===== src/inc/spics_map.vh =====
`ifndef SPICS_MAP_VH
`define SPICS_MAP_VH

// Chip select code driven while no transfer runs (all lines high)
`define SPICS_CS_IDLE 4'hf
// Smallest gap between chip selects, in gap periods
`define SPICS_CSGAP_MIN 8'h06
// Default divisor of the slow clock select path
`define SPICS_SLOW_DIV 32
// Shift giving 32 master clocks per unit of the transfer gap field
`define SPICS_XGAP_SHIFT 5
// Transmit word field positions
`define SPICS_TDR_PCS_LO 16
`define SPICS_TDR_LAST_BIT 24
// Serial word length limits in bits
`define SPICS_NBITS_MIN 5'h08
`define SPICS_NBITS_MAX 5'h10
// Width of the wait and baud counters
`define SPICS_CNT_W 14

`endif


===== src/rtl/spics_delay.v =====
`timescale 1ns/1ps
// Loadable down counter used for every programmable wait and for the baud
// half period; o_zero flags an expired count
module spics_delay #(
  parameter W = 14
) (
  input wire i_clk,
  input wire i_rst,
  input wire i_load,
  input wire [W-1:0] i_value,
  input wire i_tick,
  output wire o_zero
);
  reg [W-1:0] cnt_reg; // Remaining ticks

  // Load wins over counting so a restart is never lost
  always @(posedge i_clk or posedge i_rst) begin
    if (i_rst) begin
      cnt_reg <= {W{1'b0}};
    end else if (i_load) begin
      cnt_reg <= i_value;
    end else if (i_tick && (cnt_reg != {W{1'b0}})) begin
      cnt_reg <= cnt_reg - {{(W-1){1'b0}}, 1'b1};
    end
  end

  assign o_zero = (cnt_reg == {W{1'b0}});
endmodule // spics_delay


===== src/rtl/spics_top.v =====
// What this block does
// - One shared gap between different chip selects
// - Per-select lead delay before first clock edge
// - Per-select gap between same-select transfers
// - Chip selects high outside transfers unless hold or a queued word keeps one low
// - Fixed mode takes select from mode field
// - Variable mode takes select from each word
// - Word carries data, select, final flag
// - Decode mode drives encoded select number
// - Without decode only lowest line goes low
// - Decode mode outputs select field directly
// - Idle code all ones on select lines
// - Config n serves decoded codes 4n..4n+3
// - Release selects after last written word
// - Hold keeps select until peripheral changes
// - Master flags external low on slave select
// - Conflict flag set, unit disabled until enable
// - Conflict detection on unless turned off
// - Slave shifts after select falls, config zero
// - Slave drives MISO, samples MOSI
// - Slave word to holding, overrun drops word
// - Slave resends shift register, resets zero
// - First slave write direct, later at start
// - Chip select gap at least six periods
// - Select map xxx0/xx01/x011, all ones none
// - Final flag releases select despite hold
`timescale 1ns/1ps
`include "spics_map.vh"
module spics_top #(
  parameter SLOW_DIV = `SPICS_SLOW_DIV
) (
  input wire i_clk,
  input wire i_rst,
  input wire i_master,
  input wire i_select_mode_bit,
  input wire i_select_decode_bit,
  input wire i_slow_clock_select,
  input wire i_conflict_detect_off,
  input wire [3:0] i_peripheral_select_field,
  input wire [7:0] i_cs_gap_delay,
  input wire [31:0] i_clock_lead_delay,
  input wire [31:0] i_transfer_gap_delay,
  input wire [31:0] i_baud_div,
  input wire [15:0] i_bits_len,
  input wire [3:0] i_clock_polarity_bit,
  input wire [3:0] i_clock_phase_bit,
  input wire [3:0] i_hold_select_after_transfer,
  input wire i_unit_enable_cmd,
  input wire i_unit_disable_cmd,
  input wire i_tx_write,
  input wire [31:0] i_tx_word,
  input wire i_status_read,
  input wire i_rx_read,
  input wire i_slave_select_in,
  input wire i_serial_clock_pin,
  input wire i_mosi,
  input wire i_miso,
  output wire [3:0] o_chip_select_lines,
  output wire [3:0] o_chip_select_oe,
  output wire o_serial_clock_out,
  output wire o_serial_clock_oe,
  output wire o_mosi,
  output wire o_mosi_oe,
  output wire o_miso,
  output wire o_miso_oe,
  output wire [15:0] o_rx_data,
  output wire [3:0] o_rx_pcs,
  output wire o_rx_full_flag,
  output wire o_rx_overrun_flag,
  output wire o_tx_empty_flag,
  output wire o_master_conflict_flag,
  output wire o_unit_enabled
);
  localparam CW = `SPICS_CNT_W;
  localparam [2:0] ST_IDLE = 3'd0; // Waiting for a word
  localparam [2:0] ST_CSGAP = 3'd1; // Select released, gap running
  localparam [2:0] ST_LEAD = 3'd2; // Select asserted, lead delay running
  localparam [2:0] ST_SHIFT = 3'd3; // Clocking bits
  localparam [2:0] ST_TGAP = 3'd4; // Gap after a word on the same select

  // Pin synchronisers, stage 1 read only by stage 2
  reg [1:0] ss_sync_reg;
  reg [1:0] sck_sync_reg;
  reg [1:0] mosi_sync_reg;
  reg [1:0] miso_sync_reg;
  reg ss_prev_reg; // Last synced select level
  reg sck_prev_reg; // Last synced clock level
  // Control and status state
  reg enabled_reg;
  reg conflict_reg;
  reg ovr_reg;
  reg rxf_reg;
  reg [15:0] rxd_reg;
  reg [3:0] rxpcs_reg;
  reg [15:0] tdr_reg; // Transmit holding data
  reg [3:0] tdr_pcs_reg; // Select carried by the word
  reg tdr_last_reg; // Final flag carried by the word
  reg tdr_full_reg;
  reg txe_reg; // Flopped empty flag, one cycle behind the holding state
  reg sl_pre_reg; // Slave took its first write directly
  reg [2:0] st_reg;
  reg [3:0] cs_reg;
  reg [3:0] cs_oe_reg;
  reg [1:0] idx_reg; // Config slot of the current select
  reg last_reg; // Final flag of the word in flight
  reg [15:0] sh_reg; // Shared shift register
  reg lat_reg; // Bit sampled on a leading edge
  reg dout_reg;
  reg [4:0] ecnt_reg; // Serial clock edges in this word
  reg sck_reg;
  reg sck_oe_reg;
  reg miso_oe_reg;
  reg w_load_reg;
  reg [CW-1:0] w_val_reg;
  reg w_slow_reg; // Wait counts slow ticks
  reg b_load_reg;
  reg [7:0] slow_cnt_reg;
  reg [2:0] own_hist_reg; // Our own recent drive of line 0

  // Config slot in use: slave mode always uses slot zero
  wire [1:0] idx = i_master ? idx_reg : 2'd0;
  wire [3:0] bits_f = i_bits_len[{idx, 2'b00} +: 4];
  wire [4:0] nbits = (bits_f > 4'd8) ? `SPICS_NBITS_MAX : (`SPICS_NBITS_MIN + {1'b0, bits_f});
  wire [4:0] nsh = `SPICS_NBITS_MAX - nbits; // Left alignment shift
  wire clock_polarity_bit = i_clock_polarity_bit[idx];
  wire clock_phase_bit = i_clock_phase_bit[idx];
  wire hold = i_hold_select_after_transfer[idx];
  wire [7:0] lead_f = i_clock_lead_delay[{idx, 3'b000} +: 8];
  wire [7:0] xgap_f = i_transfer_gap_delay[{idx, 3'b000} +: 8];
  wire [7:0] baud_f = i_baud_div[{idx, 3'b000} +: 8];
  wire [15:0] mask = 16'hffff >> nsh;
  wire [15:0] tdr_align = tdr_reg << nsh;

  // Target select of the pending word
  wire [3:0] tgt_pcs = i_select_mode_bit ? tdr_pcs_reg : i_peripheral_select_field;
  reg [3:0] tgt_cs;
  reg [1:0] tgt_idx;

  // Without decoding the lowest-numbered low bit wins so at most one line falls
  always @* begin
    tgt_cs = `SPICS_CS_IDLE;
    tgt_idx = 2'd0;
    if (i_select_decode_bit) begin
      tgt_cs = tgt_pcs;
      tgt_idx = tgt_pcs[3:2];
    end else if (!tgt_pcs[0]) begin
      tgt_cs = 4'he;
    end else if (!tgt_pcs[1]) begin
      tgt_cs = 4'hd;
      tgt_idx = 2'd1;
    end else if (!tgt_pcs[2]) begin
      tgt_cs = 4'hb;
      tgt_idx = 2'd2;
    end else if (!tgt_pcs[3]) begin
      tgt_cs = 4'h7;
      tgt_idx = 2'd3;
    end
  end
  wire tgt_none = (tgt_cs == `SPICS_CS_IDLE);

  // Ticks of the slow clock select path
  wire slow_tick = (slow_cnt_reg == SLOW_DIV[7:0] - 8'd1);
  wire b_tick = i_slow_clock_select ? slow_tick : 1'b1;
  wire w_tick = w_slow_reg ? slow_tick : 1'b1;
  wire w_zero;
  wire b_zero;
  wire w_done = w_zero && !w_load_reg;
  wire [7:0] half_div = (baud_f[7:1] == 7'd0) ? 8'd1 : {1'b0, baud_f[7:1]};
  // Gap field of six or less falls back to six periods
  wire [7:0] gap_per = (i_cs_gap_delay <= `SPICS_CSGAP_MIN) ? `SPICS_CSGAP_MIN
                       : i_cs_gap_delay;

  spics_delay #(.W(CW)) u_wait (
    .i_clk(i_clk),
    .i_rst(i_rst),
    .i_load(w_load_reg),
    .i_value(w_val_reg),
    .i_tick(w_tick),
    .o_zero(w_zero)
  );

  spics_delay #(.W(CW)) u_baud (
    .i_clk(i_clk),
    .i_rst(i_rst),
    .i_load(b_load_reg),
    .i_value({{(CW-8){1'b0}}, half_div - 8'd1}),
    .i_tick(b_tick),
    .o_zero(b_zero)
  );

  // Serial edge events, master from the baud counter, slave from the pin
  wire ss_low = !ss_sync_reg[1];
  wire slv_act = enabled_reg && !i_master && ss_low;
  wire m_evt = enabled_reg && i_master && (st_reg == ST_SHIFT) && !b_load_reg
               && b_zero && b_tick;
  wire s_edge = slv_act && (sck_sync_reg[1] != sck_prev_reg);
  wire edge_evt = m_evt || s_edge;
  wire leading = !ecnt_reg[0];
  wire in_bit = i_master ? miso_sync_reg[1] : mosi_sync_reg[1];
  wire [15:0] sh_shift = {sh_reg[14:0], clock_phase_bit ? lat_reg : in_bit};
  wire word_end = edge_evt && !leading && (ecnt_reg == {nbits[3:0], 1'b1} - 5'd2);
  wire ss_fall = ss_prev_reg && ss_low;
  // Outside low on line 0 while we have kept it high for three cycles
  wire fault = enabled_reg && i_master && !i_conflict_detect_off && ss_low
               && (&own_hist_reg);

  // Synchronisers and edge history
  always @(posedge i_clk or posedge i_rst) begin
    if (i_rst) begin
      ss_sync_reg <= 2'b11;
      sck_sync_reg <= 2'b00;
      mosi_sync_reg <= 2'b00;
      miso_sync_reg <= 2'b00;
      ss_prev_reg <= 1'b1;
      sck_prev_reg <= 1'b0;
      slow_cnt_reg <= 8'd0;
      own_hist_reg <= 3'b111;
      txe_reg <= 1'b1;
    end else begin
      txe_reg <= !tdr_full_reg;
      ss_sync_reg <= {ss_sync_reg[0], i_slave_select_in};
      sck_sync_reg <= {sck_sync_reg[0], i_serial_clock_pin};
      mosi_sync_reg <= {mosi_sync_reg[0], i_mosi};
      miso_sync_reg <= {miso_sync_reg[0], i_miso};
      ss_prev_reg <= ss_sync_reg[1];
      sck_prev_reg <= sck_sync_reg[1];
      slow_cnt_reg <= slow_tick ? 8'd0 : slow_cnt_reg + 8'd1;
      own_hist_reg <= {own_hist_reg[1:0], cs_reg[0] || !cs_oe_reg[0]};
    end
  end

  // Receive holding register and sticky flags; a set beats a clear
  always @(posedge i_clk or posedge i_rst) begin
    if (i_rst) begin
      rxd_reg <= 16'h0000;
      rxpcs_reg <= 4'h0;
      rxf_reg <= 1'b0;
      ovr_reg <= 1'b0;
      conflict_reg <= 1'b0;
    end else begin
      if (word_end && rxf_reg) begin
        ovr_reg <= 1'b1;
      end else if (i_status_read) begin
        ovr_reg <= 1'b0;
      end
      if (word_end && !rxf_reg) begin
        rxd_reg <= sh_shift & mask;
        rxpcs_reg <= i_master ? cs_reg : 4'h0;
        rxf_reg <= 1'b1;
      end else if (i_rx_read) begin
        rxf_reg <= 1'b0;
      end
      if (fault) begin
        conflict_reg <= 1'b1;
      end else if (i_status_read) begin
        conflict_reg <= 1'b0;
      end
    end
  end

  // Transfer engine for both modes
  always @(posedge i_clk or posedge i_rst) begin
    if (i_rst) begin
      enabled_reg <= 1'b0;
      tdr_reg <= 16'h0000;
      tdr_pcs_reg <= 4'h0;
      tdr_last_reg <= 1'b0;
      tdr_full_reg <= 1'b0;
      sl_pre_reg <= 1'b0;
      st_reg <= ST_IDLE;
      cs_reg <= `SPICS_CS_IDLE;
      cs_oe_reg <= 4'h0;
      idx_reg <= 2'd0;
      last_reg <= 1'b0;
      sh_reg <= 16'h0000;
      lat_reg <= 1'b0;
      dout_reg <= 1'b0;
      ecnt_reg <= 5'd0;
      sck_reg <= 1'b0;
      sck_oe_reg <= 1'b0;
      miso_oe_reg <= 1'b0;
      w_load_reg <= 1'b0;
      w_val_reg <= {CW{1'b0}};
      w_slow_reg <= 1'b0;
      b_load_reg <= 1'b0;
    end else begin
      w_load_reg <= 1'b0;
      b_load_reg <= 1'b0;
      // Disable wins over enable; a fault disables at once
      if (i_unit_disable_cmd || fault) begin
        enabled_reg <= 1'b0;
      end else if (i_unit_enable_cmd) begin
        enabled_reg <= 1'b1;
      end
      cs_oe_reg <= {4{enabled_reg && i_master}};
      sck_oe_reg <= enabled_reg && i_master;
      miso_oe_reg <= slv_act;
      // Transmit write: data low, select and final flag high
      if (i_tx_write) begin
        if (!i_master && !sl_pre_reg && !ss_low) begin
          sh_reg <= i_tx_word[15:0] << nsh;
          dout_reg <= i_tx_word[15 - nsh];
          sl_pre_reg <= 1'b1;
        end else begin
          tdr_reg <= i_tx_word[15:0];
          tdr_pcs_reg <= i_tx_word[`SPICS_TDR_PCS_LO +: 4];
          tdr_last_reg <= i_tx_word[`SPICS_TDR_LAST_BIT];
          tdr_full_reg <= 1'b1;
        end
      end
      // Shared bit engine: shift on the trailing edge, sample on the leading one only with clock_phase_bit set
      if (edge_evt) begin
        if (leading) begin
          if (clock_phase_bit) begin
            lat_reg <= in_bit;
          end else begin
            dout_reg <= sh_reg[15];
          end
        end else begin
          sh_reg <= sh_shift;
          if (clock_phase_bit) begin
            dout_reg <= sh_reg[14];
          end
        end
        ecnt_reg <= word_end ? 5'd0 : ecnt_reg + 5'd1;
      end
      if (!enabled_reg) begin
        // Disabled: selects idle and no word in flight
        st_reg <= ST_IDLE;
        cs_reg <= `SPICS_CS_IDLE;
        ecnt_reg <= 5'd0;
        sl_pre_reg <= 1'b0;
      end else if (!i_master) begin
        cs_reg <= `SPICS_CS_IDLE;
        st_reg <= ST_IDLE;
        if (!ss_low) begin
          ecnt_reg <= 5'd0;
        end
        // Newest write loads at select fall or after a word
        if ((ss_fall || word_end) && tdr_full_reg && !i_tx_write) begin
          sh_reg <= tdr_align;
          dout_reg <= tdr_align[15];
          tdr_full_reg <= 1'b0;
        end else if (word_end) begin
          sh_reg <= sh_shift << nsh;
          dout_reg <= sh_shift[15 - nsh];
        end
      end else begin
        if (m_evt) begin
          sck_reg <= !sck_reg;
          b_load_reg <= 1'b1;
        end
        case (st_reg)
          ST_IDLE: begin
            if (tdr_full_reg && !i_tx_write) begin
              if (tgt_none) begin
                tdr_full_reg <= 1'b0;
              end else if ((cs_reg != `SPICS_CS_IDLE)
                           && ((cs_reg != tgt_cs) || last_reg)) begin
                cs_reg <= `SPICS_CS_IDLE;
                st_reg <= ST_CSGAP;
                w_load_reg <= 1'b1;
                w_val_reg <= {{(CW-8){1'b0}}, gap_per - 8'd1};
                w_slow_reg <= i_slow_clock_select;
              end else if (cs_reg == tgt_cs) begin
                st_reg <= ST_SHIFT;
                sh_reg <= tdr_align;
                dout_reg <= tdr_align[15];
                tdr_full_reg <= 1'b0;
                last_reg <= tdr_last_reg;
                ecnt_reg <= 5'd0;
                b_load_reg <= 1'b1;
                sck_reg <= clock_polarity_bit;
              end else begin
                cs_reg <= tgt_cs;
                idx_reg <= tgt_idx;
                sck_reg <= i_clock_polarity_bit[tgt_idx];
                st_reg <= ST_LEAD;
                w_load_reg <= 1'b1;
                w_val_reg <= {{(CW-8){1'b0}}, i_clock_lead_delay[{tgt_idx, 3'b000} +: 8]};
                w_slow_reg <= 1'b0;
              end
            end
          end
          ST_CSGAP: begin
            if (w_done) begin
              st_reg <= ST_IDLE;
            end
          end
          ST_LEAD: begin
            // First clock edge only after the lead delay
            if (w_done) begin
              st_reg <= ST_SHIFT;
              sh_reg <= tdr_align;
              dout_reg <= tdr_align[15];
              tdr_full_reg <= i_tx_write;
              last_reg <= tdr_last_reg;
              ecnt_reg <= 5'd0;
              b_load_reg <= 1'b1;
              sck_reg <= clock_polarity_bit;
            end
          end
          ST_SHIFT: begin
            if (word_end) begin
              if (tdr_full_reg || (hold && !tdr_last_reg && !last_reg)) begin
                st_reg <= ST_TGAP;
                w_load_reg <= 1'b1;
                w_val_reg <= {{(CW-8-`SPICS_XGAP_SHIFT){1'b0}}, xgap_f,
                              {`SPICS_XGAP_SHIFT{1'b0}}};
                w_slow_reg <= 1'b0;
              end else begin
                cs_reg <= `SPICS_CS_IDLE;
                st_reg <= ST_CSGAP;
                w_load_reg <= 1'b1;
                w_val_reg <= {{(CW-8){1'b0}}, gap_per - 8'd1};
                w_slow_reg <= i_slow_clock_select;
              end
            end
          end
          ST_TGAP: begin
            if (w_done) begin
              st_reg <= ST_IDLE;
            end
          end
          default: begin
            st_reg <= ST_IDLE;
          end
        endcase
      end
    end
  end

  assign o_chip_select_lines = cs_reg;
  assign o_chip_select_oe = cs_oe_reg;
  assign o_serial_clock_out = sck_reg;
  assign o_serial_clock_oe = sck_oe_reg;
  assign o_mosi = dout_reg;
  assign o_mosi_oe = sck_oe_reg;
  assign o_miso = dout_reg;
  assign o_miso_oe = miso_oe_reg;
  assign o_rx_data = rxd_reg;
  assign o_rx_pcs = rxpcs_reg;
  assign o_rx_full_flag = rxf_reg;
  assign o_rx_overrun_flag = ovr_reg;
  assign o_tx_empty_flag = txe_reg;
  assign o_master_conflict_flag = conflict_reg;
  assign o_unit_enabled = enabled_reg;
endmodule // spics_top


===== config.mk =====
export PLATFORM = sky130hd
export DESIGN_NAME = spics_top
export DESIGN_NICKNAME = d
export VERILOG_FILES = /design/src/rtl/spics_delay.v /design/src/rtl/spics_top.v
export VERILOG_INCLUDE_DIRS = /design/src /design/src/inc
export SDC_FILE = /design/constraint.sdc
export NUM_CORES = 1
export LEC_CHECK = 0
export BUFFER_PORTS_ARGS = -buffer_cell sky130_fd_sc_hd__buf_2
export CAP_MARGIN = 20
export CORE_ASPECT_RATIO = 1.4
export CORE_MARGIN = 2
export CORE_UTILIZATION = 60
export CTS_CLUSTER_SIZE = 30
export DETAILED_ROUTE_END_ITERATION = 8
export GPL_ROUTABILITY_DRIVEN = 0
export PLACE_DENSITY = 0.86
export REMOVE_ABC_BUFFERS = 1
export SYNTH_ARGS = -nofsm -noshare
export SYNTH_HDL_FRONTEND = slang
export SYNTH_SLANG_ARGS = --single-unit

===== constraint.sdc =====
create_clock -name i_clk -period 11.9 [get_ports i_clk]
set_clock_uncertainty 0.05 [all_clocks]
set_input_delay 0 -clock i_clk [delete_from_list [all_inputs] [get_ports i_clk]]
set_output_delay 0 -clock i_clk [all_outputs]
set_load 0.02 [all_outputs]

==> results of run 1 <==
-- power groups by stage --
| stage | Sequential (mW) | Combinational [mW] | Clock, mW |
|---|---|---|---|
| 5_1_grt | 0.780 | 1.65 | 0.564 |
| 6_report | 0.769 | 1.54 | 0.542 |
| 3_5_place_dp | 0.766 | 1.45 | 0 |
| 4_1_cts | 0.759 | 1.48 | 0.540 |
| 2_1_floorplan | 0.729 | 1.10 | 0 |
| 3_3_place_gp | 0.759 | 1.42 | 0 |
-- what timing repair did --
item                                    CTS  global route
resized for setup                         0             0
hold buffers                             53             0
endpoints found under the setup margin    0             0
endpoints found under the hold margin   115             0
setup buffers                             0             0
-- cell usage in the layout, fill, tap and decap left out, types with 21 or more instances in the layout --
master and instances:
buf_2 212, nand2_1 180, dfrtp_1 137, o21ai_0 88, nor2_1 84, mux2i_1 79
dlygate4sd3_1 53, a21oi_1 47, nand3_1 42, mux2_2 40, xnor2_1 32, nor3_1 27
inv_1 24, mux4_2 22, o22ai_1 21
-- final timing paths --
| kind | end | slack, ns | depth (start not counted) |
|---|---|---|---|
| max | o_miso$_DFF_PP0_ | 6.32 | 14 |
| min | w_val_reg[4]$_DFFE_PP0P_ | 0.0008 | 4 |
| max reg2reg | o_miso$_DFF_PP0_ | 6.32 | 14 |
| min reg2reg | sck_sync_reg[1]$_DFF_PP0_ | 0.30 | 0 |
| max in group asynchronous | sh_reg[9]$_DFF_PP0_ | 10.26 | 4 |
| min in group asynchronous | o_rx_data[2]$_DFFE_PP0P_ | 0.17 | 3 |
-- metrics by stage --
step	setup slack, ns	instance area, µm²	hold WS [ns]
2_1_floorplan	3.318	10280	-0.04552
3_3_place_gp	6.583	11700	0.05789
3_5_place_dp	6.492	11700	0.06233
4_1_cts	6.475	12810	0.0008255
5_1_grt	6.021	12840	0.03570
6_report	6.321	12840	0.0007771
-- per-layer routing --
| layer | vias up | share of wire | GRT usage |
|---|---|---|---|
| met4 | 2 | 0.080 | 0.2455 |
| met3 | 213 | 0.093 | 0.09104 |
| met5 | - | 0.00038 | 0 |
| met1 | 4962 | 0.33 | 0.3973 |
| li1 | 4818 | - | - |
| met2 | 732 | 0.50 | 0.6227 |
-- worst register-to-register path, stage by stage, from the launching register on --
cell and delay, ns:
dfrtp_2 0.95, mux2_4 0.37, o22a_1 0.21, a22oi_2 0.22
buf_4 0.63, ha_1 0.40, buf_4 0.26, inv_2 0.75
mux4_2 0.47, nor2_1 0.11, o32ai_1 0.12, a211oi_1 0.41
nand2b_1 0.20, o21ai_1 0.08, a22o_1 0.24
-- kinds of logic after synthesis --
logic type | after synthesis
compound gates | 310
xor+xnor | 47
buf+inv | 110
simple gates | 434
mux | 142
flops | 149
fa+ha+maj | 10
-- synth_stat cells, types with 22 or more instances --
| master | instances | area share |
|---|---|---|
| a21oi_1 | 47 | 0.022 |
| inv_1 | 25 | 0.0088 |
| nand2_1 | 180 | 0.063 |
| nand3_1 | 42 | 0.020 |
| xnor2_1 | 32 | 0.026 |
| o22ai_1 | 22 | 0.013 |
| clkbuf_1 | 45 | 0.016 |
| mux4_2 | 22 | 0.046 |
| mux2i_1 | 79 | 0.074 |
| dfrtp_1 | 138 | 0.32 |
| mux2_2 | 40 | 0.042 |
| nor2_1 | 84 | 0.030 |
| nor3_1 | 27 | 0.013 |
| o21ai_0 | 88 | 0.041 |
-- final cells by class --
class	count	area [µm²]
inverter	28	110.1
clock inverter	13	137.6
timing repair buffer	274	1667
multi-input combinational	943	6440
tap	236	295.3
fill	1294	4563
antenna	1	2.502
clock buffer	19	442.9
sequential	149	3744
==> out/qor.yml, run 1 <==
slowest_stage: "dfrtp_2"
syn_inst: 1202
first_pass_iters: 6
io_pins: 223
hold_path.class: "in -> reg"
status: "complete, no violations"
cp_num_buf_inv: 3
swShare: 0.4590
via_per_inst: 6.450
worstSkewPairLatency_ns: 0.44
p_leak_nw: 5.653
synthFlopType: "dfrtp_1"
combPwrFrac: 0.540
critical-path-top-delay-family: "buffers and inverters"
synth_edf_count: 0
path_common_cell: "buf_4"
synthSimpleGateAreaFrac: 0.1960
drv_slew: 0
crit_fanout: 46
dp.cells: 1575
grt-ovfl-total: 0
die_w_um: 116.7
max_clock_freq_mhz: 179.2
synthXorXnorAreaFrac: 0.03857
setup_viol: 0
drt-initial-drc-count: 1101
fin_nets: 1607
drt_wl_total_um: 34020
cts_buffer_depth: 2
r2r-start: "idx_reg[0]$_DFFE_PP0P_"
worst_pin_slew_ns: 1.132
ir_worst_vdd_v: 0.0001442
end_kind: "flip-flop"
area_delta_synth_final_pct: 20.28
drv_cap: 0
synth.yosys.seq_area_share: 0.3506
min_from: "i_clock_lead_delay[12]"
cp.arrival_ns: 5.86
ant_nets: 0
critPathKind: "reg -> reg"
synth-compound-area-share: 0.1919
cp_slowest_stage_delay_ns: 0.95
critPathLaunch: "idx_reg[0]$_DFFE_PP0P_"
htree_levels: 4
cts.sinks: 149
grt_first_pass_wirelength_um: 53540
fin_total_pwr_mw: 2.847
grt_usage: 0.3668
ys_ff_latch: 149
p_int_mw: 1.540
dp_hpwl_um: 23660
core_area_um2: 17400
fin_crit_ns: 5.579
p_sw_mw: 1.307
synth_mux_area_frac: 0.1641
drive_gt1_frac: 0.2595
vias: 10730
fin_cells: 1663
cts_tree: "built"
synth_top_family_by_area: "simple AND/OR/NAND/NOR gates"
yosys_warnings: 0
p_per_area_nw_per_um2: 221.7
crit_path_start_kind: "flip-flop"
synth_area_um2: 10670
async_flop_share: 1.000
cp_data_required_time_ns: 12.18
clock_power_share: 0.190
dieArea_um2: 18890
hold_viol: 0
wl_per_cell_um: 20.46
cts_buffers: 17
synthAdderAreaFrac: 0.01172
grt_max_degree: 84
grt_pass1_vias: 10470
syn_area_per_cell_um2: 8.880
slew_headroom: 0.2403
fin_crit_sh: 0.4688
antenna_found_initial: 2
num_rows: 57
drc: 0
cts_root_buf: "clkbuf_16"
numPortBuffers: 212
rsz0062_at_grt: "no"
final_core_util: 0.7378
path_cells: "mux2_4 -> o22a_1 -> a22oi_2 -> buf_4 -> ha_1 -> buf_4 -> inv_2 -> mux4_2 -> nor2_1 -> o32ai_1 -> a211oi_1 -> nand2b_1 -> o21ai_1 -> a22o_1"
initial_core_util: 0.6134
ys_types: 91
die_y_um: 161.8
clk_pin_slew_ns: 0.07
seqPwrFrac: 0.270
fin_setup_tns_ns: 0
Power figures use the tool's default switching activity.
==> run 2, diff against run 1 <==
Settings changed: CORE_UTILIZATION 60 to 56, PLACE_DENSITY 0.86 to 0.81.
Clock period 11.9 ns to 5.7 ns, I/O delays scaled along.
==> out/qor.yml, run 2 (synthesized netlist as in run 1, its figures left out) <==
clk_pin_slew_ns: 0.07  # about the same
initial_core_util: 0.5715  # was 0.6134
drv_cap: 0  # unchanged
die_y_um: 167.4  # was 161.8 µm
fin_crit_sh: 0.8042  # was 0.4688
status: "complete, no violations"  # unchanged
fin_nets: 1608  # was 1607
drive_gt1_frac: 0.2642  # was 0.2595
crit_path_start_kind: "flip-flop"  # unchanged
cts_buffer_depth: 2  # unchanged
worstSkewPairLatency_ns: 0.44  # about the same
core_area_um2: 18680  # was 17400 µm²
grt_pass1_vias: 10350  # was 10.47k
wl_per_cell_um: 20.28  # was 20.46 µm
io_pins: 223  # unchanged
crit_fanout: 46  # unchanged
fin_setup_tns_ns: 0  # unchanged
slew_headroom: 0.2753  # was 0.2403
critPathKind: "reg -> reg"  # unchanged
grt-ovfl-total: 0  # unchanged
cp_num_buf_inv: 2  # was 3
final_core_util: 0.6873  # was 0.7378
drc: 0  # unchanged
htree_levels: 4  # unchanged
layout_common_cells: "buf_2, nand2_1, dfrtp_1, o21ai_0, nor2_1"  # unchanged
p_per_area_nw_per_um2: 464.5  # was 221.7 nW/µm²
first_pass_iters: 9  # was 6
ant_nets: 0  # unchanged
hold_path.class: "in -> reg"  # unchanged
via_per_inst: 6.364  # was 6.450
grt_usage: 0.3418  # was 0.3668
path_cells: "mux2_4 -> o22a_1 -> a22oi_2 -> buf_4 -> ha_1 -> inv_2 -> mux4_2 -> nor2_1 -> o32ai_1 -> a211oi_1 -> nand2b_1 -> o21ai_1 -> a22o_1"  # was mux2_4 -> o22a_1 -> a22oi_2 -> buf_4 -> ha_1 -> buf_4 -> inv_2 -> mux4_2 -> nor2_1 -> o32ai_1 -> a211oi_1 -> nand2b_1 -> o21ai_1 -> a22o_1
grt_max_degree: 91  # was 84
final_common_cell: "buf_2"  # unchanged
vias: 10640  # was 10.73k
drt-initial-drc-count: 1150  # was 1101
fin_crit_ns: 4.584  # was 5.579 ns
dieArea_um2: 20200  # was 18890 µm²
end_kind: "flip-flop"  # unchanged
grt_first_pass_wirelength_um: 54010  # was 53540 µm
numPortBuffers: 212  # unchanged
cts.sinks: 149  # unchanged
cp_slowest_stage_delay_ns: 0.62  # was 0.95 ns
cts_buffers: 17  # unchanged
hold_ws_ns: 0.02490  # was 0.0007771 ns
dpl_cell_area_um2: 11770  # was 11700 µm²
cts_tree: "built"  # unchanged
area_delta_synth_final_pct: 20.27  # was 20.28%
rsz0062_at_grt: "no"  # unchanged
ir_worst_vdd_v: 0.0003264  # was 0.0001442 V
setup_viol: 0  # unchanged
cp_data_required_time_ns: 5.97  # was 12.18 ns
ctsResizeCount: 0  # unchanged
cp.arrival_ns: 4.86  # was 5.86 ns
p_leak_nw: 5.675  # was 5.653 nW
max_clock_freq_mhz: 218.1  # was 179.2 MHz
die_w_um: 120.7  # was 116.7 µm
dp_hpwl_um: 24240  # was 23660 µm
antenna_found_initial: 0  # was 2
n_antenna_cell: 0  # was 1
slowest_stage: "buf_4"  # was dfrtp_2
drv_slew: 0  # unchanged
critical-path-top-delay-family: "compound AO/OA/AOI/OAI gates"  # was buffers and inverters
worst_pin_slew_ns: 1.084  # was 1.132 ns
hold_viol: 0  # unchanged
drt_wl_total_um: 33890  # was 34020 µm
stdcell_area_um2: 12840  # about the same
fin_total_pwr_mw: 5.963  # was 2.847 mW
cts_root_buf: "clkbuf_16"  # unchanged
num_rows: 59  # was 57
run 2: final timing paths:
path / startpoint / end / slack [ns] / depth (start not counted)
max in group asynchronous: i_rst / slow_cnt_reg[3]$_DFF_PP0_ / 4.08 / 4
hold / removal: i_clock_lead_delay[2] / w_val_reg[2]$_DFFE_PP0P_ / 0.02 / 4
setup reg to reg: idx_reg[0]$_DFFE_PP0P_ / o_miso$_DFF_PP0_ / 1.12 / 13
setup / recovery: idx_reg[0]$_DFFE_PP0P_ / o_miso$_DFF_PP0_ / 1.12 / 13
hold reg to reg: mosi_sync_reg[0]$_DFF_PP0_ / mosi_sync_reg[1]$_DFF_PP0_ / 0.30 / 0
min in group asynchronous: i_rst / o_rx_full_flag$_DFFE_PP0P_ / 0.22 / 3
run 2: final cells by class:
cell class                 instances  area, µm²
sequential                       149       3744
fill                            1497       5839
clock buffer                      19      442.9
clock inverter                    13      136.4
inverter                          28      110.1
multi-input combinational        943       6440
tap                              244      305.3
timing repair buffer             275       1659
run 2: metrics by stage:
stage	instances	setup slack [ns]
after CTS	1669	1.108
after floorplan	1120	-2.882
after detailed placement	1590	1.137
after global placement	1590	1.237
final	1671	1.116
after global routing	1671	0.7949
run 2: power breakdown:
| part | switching [mW] | internal, mW | leakage (nW) |
|---|---|---|---|
| logic | 1.95 | 1.32 | 3.50 |
| clock network | 0.497 | 0.628 | 0.288 |
| registers | 0.280 | 1.28 | 1.89 |
| total | 2.73 | 3.24 | 5.68 |
run 2: per-layer routing:
| layer | vias to the layer above | share of wire | GRT usage |
|---|---|---|---|
| li1 | 4823 | - | - |
| met1 | 5017 | 0.35 | 0.3840 |
| met2 | 629 | 0.51 | 0.5994 |
| met3 | 166 | 0.075 | 0.06914 |
| met4 | 0 | 0.063 | 0.1891 |
| met5 | - | 0 | 0 |
run 2: worst reg2reg max path, delay by kind of cell, from the launching register on:
kind / cells / cell delay [ns]
AO/OA/AOI/OAI: 6 / 1.25
adder cells (fa/ha/maj): 1 / 0.43
buffers and inverters: 2 / 1.17
flip-flops: 1 / 0.47
multiplexers: 2 / 0.78
AND/OR/NAND/NOR: 2 / 0.32
run 2: repair_timing:
action / CTS / global route
hold endpoints to repair: 121 / 0
buffers inserted: 0 / 0
hold buffers: 47 / 0
